File: src/rtl/rcr_defines.svh
// register offsets, reset values, write masks and field positions of the
// receiver configuration bank; plain macros, included by bare name
`ifndef RCR_DEFINES_SVH
`define RCR_DEFINES_SVH

// byte offsets on the two-wire host port
`define RCR_ADDR_CTRL1 8'h00
`define RCR_ADDR_CTRL2 8'h01
`define RCR_ADDR_VSBC 8'h03
`define RCR_ADDR_GAIN 8'h04
`define RCR_ADDR_ILOW 8'h1b
`define RCR_ADDR_IMID 8'h1c

// reset values
`define RCR_RST_CTRL1 8'h20
`define RCR_RST_CTRL2 8'h11
`define RCR_RST_VSBC 8'h02
`define RCR_RST_GAIN 8'h07
`define RCR_RST_ILOW 8'hbc
`define RCR_RST_IMID 8'h64

// writable bits; the rest hold their reset level
`define RCR_WMASK_CTRL1 8'hff
`define RCR_WMASK_CTRL2 8'h3f
`define RCR_WMASK_VSBC 8'h10
`define RCR_WMASK_GAIN 8'h04

// field positions
`define RCR_CTRL1_DEMOD_HI 1
`define RCR_CTRL1_DEMOD_LO 0
`define RCR_CTRL2_SHIFT_BIT 5
`define RCR_CTRL2_COCH_HI 3
`define RCR_CTRL2_COCH_LO 2
`define RCR_CTRL2_ADJ_BIT 1
`define RCR_VSBC_NOAUTO_BIT 4
`define RCR_GAIN_INV_BIT 2

// host port slave address; the value is arbitrary
`define RCR_I2C_ADDR 7'h2a

`endif

File: src/rtl/rcr_pkg.sv
// types shared by the receiver configuration bank
// assumes nothing beyond a SystemVerilog compiler
package rcr_pkg;

  typedef enum logic [1:0] {
    DEMOD_VSB8 = 2'b00,
    DEMOD_RSVD = 2'b01,
    DEMOD_QAM64 = 2'b10,
    DEMOD_QAM256 = 2'b11
  } rcr_demod_e;

  typedef enum logic [1:0] {
    COCH_AUTO = 2'b00,
    COCH_BYPASS = 2'b01,
    COCH_INSERT = 2'b10,
    COCH_RSVD = 2'b11
  } rcr_coch_e;

  typedef enum logic [2:0] {
    ST_IDLE = 3'b000,
    ST_ADDR = 3'b001,
    ST_SUB = 3'b010,
    ST_WR = 3'b011,
    ST_ACK = 3'b100,
    ST_RD = 3'b101,
    ST_RACK = 3'b110
  } rcr_i2c_e;

  typedef struct packed {
    logic en;
    logic [7:0] addr;
    logic [7:0] data;
  } rcr_wr_s;

  // settings in force in the receiver, loaded at soft reset
  typedef struct packed {
    logic [7:0] ctrl2;
    logic [7:0] gain;
    logic [7:0] imid;
    rcr_demod_e demod;
  } rcr_cfg_s;

endpackage

File: src/rtl/rcr_pin_sync.sv
// three-stage synchroniser for pins from outside the clock domain
// a change is taken once stages two and three agree
module rcr_pin_sync #(
  parameter int WIDTH = 2
) (
  input wire logic mclk_in,
  input wire logic reset_in,
  input wire logic [WIDTH-1:0] pins_in,
  output logic [WIDTH-1:0] clean_out
);

  genvar i;
  generate
    for (i = 0; i < WIDTH; i++)
    begin : g_bit
      logic s1_q;
      logic s2_q;
      logic s3_q;
      logic take_q;
      // one process per bit owns its own flop; the port bit is a plain wire copy
      assign clean_out[i] = take_q;
      // bus lines idle high, so all stages reset high
      always_ff @(posedge mclk_in)
      begin
        if (reset_in)
        begin
          s1_q <= 1'b1;
          s2_q <= 1'b1;
          s3_q <= 1'b1;
          take_q <= 1'b1;
        end
        else
        begin
          s1_q <= pins_in[i];
          s2_q <= s1_q;
          s3_q <= s2_q;
          if (s2_q == s3_q)
          begin
            take_q <= s3_q;
          end
        end
      end
    end
  endgenerate

endmodule

File: src/rtl/rcr_config_regs.sv
// receiver configuration bank behind the two-wire host port
// host drives scl/sda; sda is open drain, the bench resolves the wire
`include "rcr_defines.svh"

module rcr_config_regs #(
  parameter logic [6:0] I2C_ADDR = `RCR_I2C_ADDR
) (
  input wire logic mclk_in,
  input wire logic reset_in,
  input wire logic scl_in,
  input wire logic sda_in,
  output logic sda_drive_out,
  output logic sda_oe_out,
  input wire logic segment_error_excess_in,
  input wire logic gain_control_raw_in,
  input wire logic [7:0] vsb_interval_byte2_in,
  output logic [1:0] demod_type_select_out,
  output logic spectrum_shift_sel_out,
  output logic iq_swap_out,
  output logic [1:0] cochannel_filter_ctrl_out,
  output logic adjacent_filter_bypass_out,
  output logic auto_restart_disable_out,
  output logic gain_control_out,
  output logic [23:0] vsb_interval_count_out,
  output logic soft_reset_out,
  output logic restart_acq_out
);

  logic [1:0] pins_c;
  logic scl_c;
  logic sda_c;
  logic scl_p_q;
  logic sda_p_q;
  logic start_w;
  logic stop_w;
  logic scl_rise;
  logic scl_fall;
  rcr_pkg::rcr_i2c_e state_q;
  rcr_pkg::rcr_i2c_e after_q;
  logic [3:0] bitcnt_q;
  logic [7:0] shift_q;
  logic [7:0] ptr_q;
  logic [7:0] tx_q;
  logic oe_q;
  logic nack_q;
  rcr_pkg::rcr_wr_s wr_q;
  logic [7:0] rd_byte;
  logic [7:0] ctrl1_q;
  logic [7:0] ctrl2_q;
  logic [7:0] vsbc_q;
  logic [7:0] gain_q;
  logic [7:0] ilow_q;
  logic [7:0] imid_q;
  rcr_pkg::rcr_cfg_s cfg_q;
  logic soft_req;
  logic qam_w;
  logic iq_swap_d;
  logic [1:0] coch_d;
  logic adj_d;
  logic restart_d;
  logic gain_d;
  logic [23:0] interval_d;
  logic past_ok_q;

  rcr_pin_sync #(
    .WIDTH(2)
  ) u_sync (
    .mclk_in(mclk_in),
    .reset_in(reset_in),
    .pins_in({scl_in, sda_in}),
    .clean_out(pins_c)
  );

  assign scl_c = pins_c[1];
  assign sda_c = pins_c[0];
  assign start_w = scl_c && scl_p_q && sda_p_q && !sda_c;
  assign stop_w = scl_c && scl_p_q && !sda_p_q && sda_c;
  assign scl_rise = scl_c && !scl_p_q;
  assign scl_fall = !scl_c && scl_p_q;

  always_ff @(posedge mclk_in)
  begin
    if (reset_in)
    begin
      scl_p_q <= 1'b1;
      sda_p_q <= 1'b1;
    end
    else
    begin
      scl_p_q <= scl_c;
      sda_p_q <= sda_c;
    end
  end

  // reads return the pending copy, so software sees what it wrote
  always_comb
  begin
    case (ptr_q)
      `RCR_ADDR_CTRL1: rd_byte = ctrl1_q;
      `RCR_ADDR_CTRL2: rd_byte = ctrl2_q;
      `RCR_ADDR_VSBC: rd_byte = vsbc_q;
      `RCR_ADDR_GAIN: rd_byte = gain_q;
      `RCR_ADDR_ILOW: rd_byte = ilow_q;
      `RCR_ADDR_IMID: rd_byte = imid_q;
      default: rd_byte = 8'h00;
    endcase
  end

  // byte engine: sample on scl rise, change sda only while scl is low
  always_ff @(posedge mclk_in)
  begin
    if (reset_in)
    begin
      state_q <= rcr_pkg::ST_IDLE;
      after_q <= rcr_pkg::ST_IDLE;
      bitcnt_q <= 4'h0;
      shift_q <= 8'h00;
      ptr_q <= 8'h00;
      tx_q <= 8'h00;
      oe_q <= 1'b0;
      nack_q <= 1'b0;
      wr_q <= '0;
    end
    else
    begin
      wr_q.en <= 1'b0;
      if (stop_w)
      begin
        state_q <= rcr_pkg::ST_IDLE;
        oe_q <= 1'b0;
      end
      else if (start_w)
      begin
        state_q <= rcr_pkg::ST_ADDR;
        bitcnt_q <= 4'h0;
        oe_q <= 1'b0;
      end
      else
      begin
        case (state_q)
          rcr_pkg::ST_ADDR, rcr_pkg::ST_SUB, rcr_pkg::ST_WR:
          begin
            if (scl_rise)
            begin
              shift_q <= {shift_q[6:0], sda_c};
              bitcnt_q <= bitcnt_q + 4'h1;
            end
            else if (scl_fall && bitcnt_q == 4'h8)
            begin
              bitcnt_q <= 4'h0;
              state_q <= rcr_pkg::ST_ACK;
              oe_q <= 1'b1;
              if (state_q == rcr_pkg::ST_ADDR)
              begin
                after_q <= shift_q[0] ? rcr_pkg::ST_RD : rcr_pkg::ST_SUB;
                if (shift_q[7:1] != I2C_ADDR)
                begin
                  state_q <= rcr_pkg::ST_IDLE;
                  oe_q <= 1'b0;
                end
              end
              else if (state_q == rcr_pkg::ST_SUB)
              begin
                ptr_q <= shift_q;
                after_q <= rcr_pkg::ST_WR;
              end
              else
              begin
                wr_q.en <= 1'b1;
                wr_q.addr <= ptr_q;
                wr_q.data <= shift_q;
                ptr_q <= ptr_q + 8'h01;
                after_q <= rcr_pkg::ST_WR;
              end
            end
          end
          rcr_pkg::ST_ACK, rcr_pkg::ST_RACK:
          begin
            if (scl_rise && state_q == rcr_pkg::ST_RACK)
            begin
              nack_q <= sda_c;
            end
            else if (scl_fall)
            begin
              bitcnt_q <= 4'h0;
              if (state_q == rcr_pkg::ST_RACK && nack_q)
              begin
                state_q <= rcr_pkg::ST_IDLE;
                oe_q <= 1'b0;
              end
              else if (state_q == rcr_pkg::ST_RACK || after_q == rcr_pkg::ST_RD)
              begin
                tx_q <= rd_byte;
                ptr_q <= ptr_q + 8'h01;
                oe_q <= !rd_byte[7];
                state_q <= rcr_pkg::ST_RD;
              end
              else
              begin
                oe_q <= 1'b0;
                state_q <= after_q;
              end
            end
          end
          rcr_pkg::ST_RD:
          begin
            if (scl_rise)
            begin
              bitcnt_q <= bitcnt_q + 4'h1;
            end
            else if (scl_fall)
            begin
              if (bitcnt_q == 4'h8)
              begin
                oe_q <= 1'b0;
                state_q <= rcr_pkg::ST_RACK;
              end
              else
              begin
                tx_q <= {tx_q[6:0], 1'b0};
                oe_q <= !tx_q[6];
              end
            end
          end
          default: state_q <= rcr_pkg::ST_IDLE;
        endcase
      end
    end
  end

  // pending copies; fixed bits keep their reset level
  always_ff @(posedge mclk_in)
  begin
    if (reset_in)
    begin
      ctrl1_q <= `RCR_RST_CTRL1;
      ctrl2_q <= `RCR_RST_CTRL2;
      vsbc_q <= `RCR_RST_VSBC;
      gain_q <= `RCR_RST_GAIN;
      ilow_q <= `RCR_RST_ILOW;
      imid_q <= `RCR_RST_IMID;
    end
    else if (wr_q.en)
    begin
      case (wr_q.addr)
        `RCR_ADDR_CTRL1: ctrl1_q <= wr_q.data;
        `RCR_ADDR_CTRL2:
          ctrl2_q <= (wr_q.data & `RCR_WMASK_CTRL2) | (`RCR_RST_CTRL2 & ~`RCR_WMASK_CTRL2);
        `RCR_ADDR_VSBC:
          vsbc_q <= (wr_q.data & `RCR_WMASK_VSBC) | (`RCR_RST_VSBC & ~`RCR_WMASK_VSBC);
        `RCR_ADDR_GAIN:
          gain_q <= (wr_q.data & `RCR_WMASK_GAIN) | (`RCR_RST_GAIN & ~`RCR_WMASK_GAIN);
        `RCR_ADDR_ILOW: ilow_q <= wr_q.data;
        `RCR_ADDR_IMID: imid_q <= wr_q.data;
        default: ;
      endcase
    end
  end

  assign soft_req = wr_q.en && wr_q.addr == `RCR_ADDR_CTRL1;

  // staged settings move into force only on soft reset
  always_ff @(posedge mclk_in)
  begin
    if (reset_in)
    begin
      cfg_q.ctrl2 <= `RCR_RST_CTRL2;
      cfg_q.gain <= `RCR_RST_GAIN;
      cfg_q.imid <= `RCR_RST_IMID;
      cfg_q.demod <= rcr_pkg::DEMOD_VSB8;
    end
    else if (soft_req)
    begin
      cfg_q.ctrl2 <= ctrl2_q;
      cfg_q.gain <= gain_q;
      cfg_q.imid <= imid_q;
      cfg_q.demod <= rcr_pkg::rcr_demod_e'(wr_q.data[`RCR_CTRL1_DEMOD_HI:`RCR_CTRL1_DEMOD_LO]);
    end
  end

  // reserved demod code 01 is run as VSB; only the top bit marks QAM
  assign qam_w = cfg_q.demod[1];
  assign iq_swap_d = qam_w && cfg_q.ctrl2[`RCR_CTRL2_SHIFT_BIT];
  assign coch_d = qam_w ? rcr_pkg::COCH_BYPASS :
                  cfg_q.ctrl2[`RCR_CTRL2_COCH_HI:`RCR_CTRL2_COCH_LO];
  assign adj_d = qam_w || cfg_q.ctrl2[`RCR_CTRL2_ADJ_BIT];
  // disable bit and low interval byte are not staged, they act at once
  assign restart_d = soft_req || (!qam_w && segment_error_excess_in &&
                     !vsbc_q[`RCR_VSBC_NOAUTO_BIT]);
  assign gain_d = gain_control_raw_in ^ cfg_q.gain[`RCR_GAIN_INV_BIT];
  assign interval_d = {vsb_interval_byte2_in, cfg_q.imid, ilow_q};

  always_ff @(posedge mclk_in)
  begin
    if (reset_in)
    begin
      sda_drive_out <= 1'b0;
      sda_oe_out <= 1'b0;
      demod_type_select_out <= rcr_pkg::DEMOD_VSB8;
      spectrum_shift_sel_out <= 1'b0;
      iq_swap_out <= 1'b0;
      cochannel_filter_ctrl_out <= rcr_pkg::COCH_AUTO;
      adjacent_filter_bypass_out <= 1'b0;
      auto_restart_disable_out <= 1'b0;
      gain_control_out <= 1'b0;
      vsb_interval_count_out <= 24'h00_0000;
      soft_reset_out <= 1'b0;
      restart_acq_out <= 1'b0;
      past_ok_q <= 1'b0;
    end
    else
    begin
      sda_drive_out <= 1'b0;
      sda_oe_out <= oe_q;
      demod_type_select_out <= cfg_q.demod;
      spectrum_shift_sel_out <= cfg_q.ctrl2[`RCR_CTRL2_SHIFT_BIT];
      iq_swap_out <= iq_swap_d;
      cochannel_filter_ctrl_out <= coch_d;
      adjacent_filter_bypass_out <= adj_d;
      auto_restart_disable_out <= vsbc_q[`RCR_VSBC_NOAUTO_BIT];
      gain_control_out <= gain_d;
      vsb_interval_count_out <= interval_d;
      soft_reset_out <= soft_req;
      restart_acq_out <= restart_d;
      past_ok_q <= 1'b1;
    end
  end

  property p_pending_hold;
    @(posedge mclk_in) disable iff (reset_in)
    (wr_q.en && wr_q.addr == `RCR_ADDR_CTRL2) |=> $stable(cfg_q.ctrl2) && $stable(cfg_q.gain);
  endproperty
  a_pending_hold: assert property (p_pending_hold) else $error("staged value applied early");

  property p_soft_apply;
    @(posedge mclk_in) disable iff (reset_in)
    soft_req |=> cfg_q.ctrl2 == $past(ctrl2_q) && cfg_q.imid == $past(imid_q) && soft_reset_out;
  endproperty
  a_soft_apply: assert property (p_soft_apply) else $error("soft reset did not apply");

  property p_shift;
    @(posedge mclk_in) disable iff (reset_in)
    past_ok_q |-> spectrum_shift_sel_out == $past(cfg_q.ctrl2[`RCR_CTRL2_SHIFT_BIT]);
  endproperty
  a_shift: assert property (p_shift) else $error("spectrum shift mismatch");

  property p_iq_swap;
    @(posedge mclk_in) disable iff (reset_in)
    past_ok_q && iq_swap_out |-> $past(qam_w) && spectrum_shift_sel_out;
  endproperty
  a_iq_swap: assert property (p_iq_swap) else $error("swap outside QAM");

  property p_coch;
    @(posedge mclk_in) disable iff (reset_in)
    past_ok_q && !$past(qam_w) |-> cochannel_filter_ctrl_out ==
      $past(cfg_q.ctrl2[`RCR_CTRL2_COCH_HI:`RCR_CTRL2_COCH_LO]);
  endproperty
  a_coch: assert property (p_coch) else $error("co-channel field not passed in VSB");

  property p_qam_bypass;
    @(posedge mclk_in) disable iff (reset_in)
    qam_w [*2] |-> cochannel_filter_ctrl_out == rcr_pkg::COCH_BYPASS && adjacent_filter_bypass_out;
  endproperty
  a_qam_bypass: assert property (p_qam_bypass) else $error("filter not bypassed in QAM");

  property p_adj;
    @(posedge mclk_in) disable iff (reset_in)
    past_ok_q && !$past(qam_w) |-> adjacent_filter_bypass_out == $past(cfg_q.ctrl2[1]);
  endproperty
  a_adj: assert property (p_adj) else $error("adjacent bypass mismatch in VSB");

  property p_auto_restart;
    @(posedge mclk_in) disable iff (reset_in)
    (segment_error_excess_in && !qam_w && !vsbc_q[`RCR_VSBC_NOAUTO_BIT]) |=> restart_acq_out;
  endproperty
  a_auto_restart: assert property (p_auto_restart) else $error("missed auto restart");

  property p_no_restart;
    @(posedge mclk_in) disable iff (reset_in)
    (vsbc_q[`RCR_VSBC_NOAUTO_BIT] && !soft_req) |=> !restart_acq_out;
  endproperty
  a_no_restart: assert property (p_no_restart) else $error("restart while disabled");

  property p_gain;
    @(posedge mclk_in) disable iff (reset_in)
    past_ok_q |-> gain_control_out == ($past(gain_control_raw_in) ^ $past(cfg_q.gain[2]));
  endproperty
  a_gain: assert property (p_gain) else $error("gain polarity mismatch");

  property p_interval;
    @(posedge mclk_in) disable iff (reset_in)
    past_ok_q |-> vsb_interval_count_out[15:0] == {$past(cfg_q.imid), $past(ilow_q)};
  endproperty
  a_interval: assert property (p_interval) else $error("interval bytes misplaced");

  property p_fixed_bits;
    @(posedge mclk_in) disable iff (reset_in)
    ctrl2_q[7:6] == 2'b00 && vsbc_q[3:0] == 4'h2 && gain_q[1:0] == 2'b11;
  endproperty
  a_fixed_bits: assert property (p_fixed_bits) else $error("fixed bit changed");

  c_soft_qam: cover property (@(posedge mclk_in) soft_req && wr_q.data[1]);
  c_read: cover property (@(posedge mclk_in) state_q == rcr_pkg::ST_RD && scl_fall);
  c_restart: cover property (@(posedge mclk_in) restart_d && !soft_req);

endmodule

File: config.mk
export PLATFORM = sky130hd
export DESIGN_NAME = rcr_config_regs
export DESIGN_NICKNAME = d
export VERILOG_FILES = /design/src/rtl/rcr_pkg.sv /design/src/rtl/rcr_pin_sync.sv /design/src/rtl/rcr_config_regs.sv
export VERILOG_INCLUDE_DIRS = /design/src /design/src/rtl
export SDC_FILE = /design/constraint.sdc
export NUM_CORES = 1
export LEC_CHECK = 0
export BUFFER_PORTS_ARGS = -buffer_cell sky130_fd_sc_hd__clkbuf_2
export CORE_MARGIN = 5
export CORE_UTILIZATION = 45
export DETAILED_ROUTE_END_ITERATION = 16
export PLACE_DENSITY = 0.67
export SLEW_MARGIN = 40
export SYNTH_ARGS = -nofsm -noshare
export SYNTH_HDL_FRONTEND = slang
export SYNTH_SLANG_ARGS = --single-unit
File: constraint.sdc
create_clock -name mclk_in -period 1.9 [get_ports mclk_in]
set_input_delay 0.38 -clock mclk_in [delete_from_list [all_inputs] [get_ports mclk_in]]
set_output_delay 0.38 -clock mclk_in [all_outputs]
set_load 0.02 [all_outputs]
Word level (Yosys, flattened, before mapping)
Index checks and enable logic that the tools add are counted.
- bits in read-only memories: 0
- output and inout port bits: 37
- bits in writable memories: 0
- latch bits: 0
- input port bits: 14
- word-level logic and storage cells: 202
- register bits after elaboration: 147
- memories kept: 0
- equality and inequality tests: 41
- muxes and demuxes: 54
- add/sub/neg operators: 2
- bitwise operators: 8
- multipliers: 0
- div/mod/pow operators: 0
- shifts and indexed selects: 0
- $lt $le $gt $ge: 0
- reduce and logical (&&, ||, !) cells: 53
- operators with widths (kind ; count):
    2-to-1 mux 8 bit ; 8
    2-to-1 mux 7 bit ; 7
    case mux 8 bit (6 select lines) ; 1
    2-to-1 mux 3 bit ; 13
    == test 8 x 5 -> 1 bit, second input constant ; 4
    AND reduction 7 bit ; 4
    2-to-1 mux 4 bit ; 6
    inequality test 3 bit, second input constant ; 8
    inequality test 2 bit, second input constant ; 11
    AND reduction 10 bit ; 2
    2-to-1 mux 17 bit ; 1
    == test 8 x 1 -> 1 bit, second input constant ; 2
    == test 8 x 2 -> 1 bit, second input constant ; 2
    == test 8 x 3 -> 1 bit, second input constant ; 2
    zero test 8 bit ; 2
    case mux 8 bit (2 select lines) ; 1
    logical AND 1 bit ; 14
    case mux 7 bit (2 select lines) ; 1
    2-to-1 mux 1 bit ; 13
    == test 3 bit, second input constant ; 4
    case mux 4 bit (3 select lines) ; 1
    AND reduction 2 bit ; 6
    case mux 3 bit (3 select lines) ; 1
    adder 8 x 1 -> 8 bit, second input constant ; 1
    21 further kinds ; 43

Depth between registers and ports, before layout
- depth in word-level cells: 8
- gate-level depth with buffers: 9
- gate-level depth less buffers: 7

Cells and area by module
From an unflattened synthesis, not the netlist that was laid out.
- cells, all modules: 658
- area total of the unflattened synthesis: 5801.8 um^2
- modules (own cells, without submodules) (module ; sequential area each (um^2) ; times used ; cells each ; area an instance (um^2)):
    rcr_config_regs ; 2702.6 ; 1 ; 636 ; 5556.6
    rcr_pin_sync ; 160.2 ; 1 ; 22 ; 245.2

Least setup slack after synthesis
Ideal clock, no wire load.
- path type: reg-to-reg
- start point: register wr_q[15] in the netlist's numbering
- end point: register ctrl2_q[0]
- library setup time: 0.129 ns
- buffers on the path: 0
- data arrival time: 1.917 ns
- data required time: 1.771 ns
- period minus slack after synthesis: 2.047 ns
- slack: -0.147 ns
- cell stages (with the launch flop): 6
- path through: dfxtp_1 or4b_1 or4_4 nor3b_4 mux2i_1 nand2_1
- word-level cells in the longest chain between the ends: 2
- ends and longest elaborated chain (what ; RTL line ; source):
    start: declaration ; rcr_config_regs.sv:46 ; rcr_pkg::rcr_wr_s wr_q;
    == test 8 x 1 -> 1 bit ; rcr_config_regs.sv:245 ; case (wr_q.addr)
    AND reduction 2 bit (no line) ; -- ;
    end signal: assignment ; rcr_config_regs.sv:237 ; ctrl2_q <= `RCR_RST_CTRL2;
    end signal: assignment ; rcr_config_regs.sv:248 ; ctrl2_q <= (wr_q.data & `RCR_WMASK_CTRL2) | (`RCR_RST_CTRL2 & ~`RCR_WMASK_CTRL2);
    end: declaration ; rcr_config_regs.sv:49 ; logic [7:0] ctrl2_q;
No other way between the ends.
A chain may end at the register's enable or synchronous reset.

Final worst setup path
- start point: register wr_q[15] in the netlist's numbering
- end point: register imid_q[4]
- word-level cells in the longest chain between the ends: 2
- ends and longest elaborated chain (what ; RTL line ; source):
    == test 8 x 5 -> 1 bit ; rcr_config_regs.sv:245 ;
    AND reduction 2 bit (no line) ; -- ;
    end signal: assignment ; rcr_config_regs.sv:241 ; imid_q <= `RCR_RST_IMID;
    end signal: assignment ; rcr_config_regs.sv:254 ; `RCR_ADDR_IMID: imid_q <= wr_q.data;
    end: declaration ; rcr_config_regs.sv:53 ; logic [7:0] imid_q;
No other way between the ends.

==> run summary <==
Hold slack: 0.145 ns
Max-slew violations: 0
FFs w/ async S/R, synth: 0%
Area grow syn2layout: 31.6%
Crit end category: register
Final worst slack: -0.202 ns
RSZ-0062 raised after global routing: yes
Fin crit share: 111%
R2r setup slk: -0.20 ns
Core ar.: 12700 um^2
Number of synthesized register bits: 143
Worst path cell trace: or4b_4, buf_4, buf_6, or2_4, buf_4, nor2_4, buf_12, mux2i_1, nor2_1
Synth Instances: 647
Net Count, Synth: 666
Crit path from: wr_q[15]
Switching power: 1390 uW
Sequential fraction of the synthesis area: 49.0%
Fillers: 1112
Crit path max-delay cell type: or4b_4
VDD IR max: 510 uV
Synth unique cells: 62
Number of max-cap violations: 0
Cell Int Power: 5180 uW
Design Area, Final: 7680 um^2
Hold path depth: 2
Share of post-route cells with drive strength above 1: 28.3%
Status: complete, but fails checks
Ys Warns: 0
First-pass GRT wire length: 25.0 mm
Die width: 124 um
Crit path top cell by count: buf_4
Max H-tree Level: 4
Max Fclk: 476 MHz
Worst hold path type: input port to register
Critical path capture point: imid_q[4]
Critical path's largest stage delay: 0.53 ns
Number of global-route vias before repair: 5125
Clk_skew: 0.00678 ns
Largest net degree at the start of global routing: 52
Initial Util: 46.1%
CTS Root Cell: clkbuf_16
Logic gate share of total power: 2.3%
Die ar.: 15400 um^2
Netlist Area Pre-Place: 5840 um^2
Synthesized area per cell: 9.02 um^2
Final ANT Viol Nets: 0
Measured slew at the worst slew-check pin: 0.556 ns
IO buf count: 49
CTS clk-pin slew, worst paths: 0.06 ns
DP Area: 6850 um^2
Power Dens Cells: 855 nW/um^2
Clk sink count: 143
CP arrival: 2.41 ns
Final min period: 2.10 ns
CP max FO: 8
Clock tree buffer depth: 2
Antenna Cells: 0
Die height: 124 um
Clock Latency Late Sink: 0.42 ns
Number of flops mapped to enable cells by yosys: 0
Routability cong.: 0.906
Sw frac: 21.1%
Startpoint types: register
Starting DRT DRC Count: 383
HPWL Detailed: 10.7 mm
GRT Residual Overflow: 0
IO Count: 51
Detailed-route via count: 5147
Synth Flop Type: dfxtp_1
GRT Total Usage: 20.8%
Worst R2R Start: wr_q[15]
CP required: 2.21 ns
Reg2reg end: imid_q[4]
Most frequent cells in the layout: 135 x dfxtp_1, 74 x nand2_1, 74 x buf_4, 64 x nor2_1, 50 x mux2i_1
# nets final: 779
Initial antenna violation count: 0
Cell Rows: 41
Violated checks: setup timing
Crit Path Category: register to register
Setup TNS: -6.04 ns
Leak: 0.00305 uW
Final wirelength: 15.1 mm
Flop pwr share: 46.1%
WL/cell: 16.0 um
Most common cell after layout, fill and taps aside: dfxtp_1
Slew HR: 62.5%
Setup Viol. Count Final: 49
DRC Markers: 0
Post-layout util: 60.6%
Hold Fails Final Rpt: 0
Post-DR vias/cell: 5.45
CTS tree: yes
Cts bufs inserted: 17
Clock network power share: 51.5%
Worst reg-to-reg path cell count: 9
DR pass1 iterations: 7
[power by group through the flow]
stage / logic, uW / registers (uW) / clock network [uW]
global placement: 152 / 3100 / 0
detailed placement: 154 / 3100 / 0
finish: 153 / 3030 / 3380
CTS: 155 / 3030 / 3430
global route: 167 / 3030 / 3560
floorplan: 63.0 / 3120 / 0
[metrics by stage]
step	instances	setup slack (ns)	power, uW
after CTS	943	-0.167	6620
after global placement	904	-0.136	3250
final	945	-0.202	6570
after global routing	945	-0.304	6750
after floorplan	647	-0.137	3190
after detailed placement	904	-0.198	3250
[worst max-delay path, delay by kind of cell, from the launching register on]
family,cells,cell delay (ns)
flip-flops,1,0.32
buffers and inverters,4,0.54
multiplexers,1,0.21
AND/OR/NAND/NOR,4,0.91
[how the worst min path moves through the flow]
| stage | start | endpoint | slack [ns] |
|---|---|---|---|
| floorplan | u_sync.g_bit[0].s1_q | u_sync.g_bit[0].s2_q | 0.39 |
| global placement | u_sync.g_bit[0].s1_q | u_sync.g_bit[0].s2_q | 0.40 |
| detailed placement | u_sync.g_bit[1].s1_q | u_sync.g_bit[1].s2_q | 0.40 |
| CTS | scl_in | u_sync.g_bit[1].s1_q | 0.14 |
| global route | scl_in | u_sync.g_bit[1].s1_q | 0.14 |
| finish | scl_in | u_sync.g_bit[1].s1_q | 0.14 |
[cell families after synthesis]
kind of cell	count (synthesis)	synth area share, %
AO/OA/AOI/OAI	131	14.9
XOR/XNOR	2	0.300
adder cells (fa/ha/maj)	5	1.07
buffers and inverters	53	3.62
flip-flops	143	49.0
multiplexers	51	8.74
other	1	0.0642
AND/OR/NAND/NOR	261	22.3
[registers in the layout, indices dropped and copies added, names as in the netlist, 3 cells and up]
register	flops
cfg_q	13
shift_q	8
tx_q	7
after_q	3
ctrl2_q	6
state_q	3
wr_q	17
ptr_q	8
bitcnt_q	4
imid_q	8
vsb_interval_count_out	24
ctrl1_q	8
ilow_q	8
[repair_timing]
action	in CTS	in global routing
hold buffers	0	0
setup endpoints to repair	76	78
resized for setup	16	30
pin swaps	10	14
setup buffers	7	3
[final cells by class]
cell class	instances	area, um^2	area share (%)
flip-flops and latches	143	2880	37.4
well taps	172	215	2.80
inverters	13	48.8	0.635
multi-input cells	451	2920	38.0
clock inverters	12	161	2.10
clock buffers	20	447	5.81
repair buffers	134	1020	13.3
[synth_stat cells (2+ instances only)]
cell	instances	area, um^2
dfxtp_1	143	2860
nand2_1	76	285
nor2_1	65	244
mux2i_1	51	510
a21oi_1	49	245
nor2b_1	35	219
clkbuf_1	31	116
nand3_1	26	130
o21ai_0	17	85.1
inv_1	12	45.0
or2_2	11	68.8
a211oi_1	10	75.1
buf_2	7	35.0
nor3_1	7	35.0
a2bb2oi_1	6	52.6
o31ai_1	6	45.0
a311oi_1	5	43.8
ha_1	5	62.6
nand3b_1	5	37.5
o311ai_0	5	43.8
or3_1	5	31.3
a22oi_1	4	30.0
nand2b_1	4	25.0
nor3b_1	4	30.0
a22o_1	3	26.3
a311o_1	3	30.0
and2_1	3	18.8
nor4_1	3	18.8
o32ai_1	3	26.3
a21boi_0	2	15.0
a31o_2	2	17.5
a32oi_1	2	17.5
and3_1	2	12.5
and3b_1	2	17.5
nand4_1	2	12.5
nor4bb_1	2	20.0
o211ai_1	2	15.0
o21bai_1	2	15.0
xnor2_1	2	17.5
[metal layers]
metal | share of wire [%] | vias up | global-route usage (%)
met3 | 4.9 | 39 | 4.09
met4 | 3.5 | 0 | 10.5
met5 | 0 | - | 0
li1 | - | 2504 | -
met2 | 49 | 156 | 35.2
met1 | 43 | 2448 | 25.0
Power figures use the tool's default switching activity.
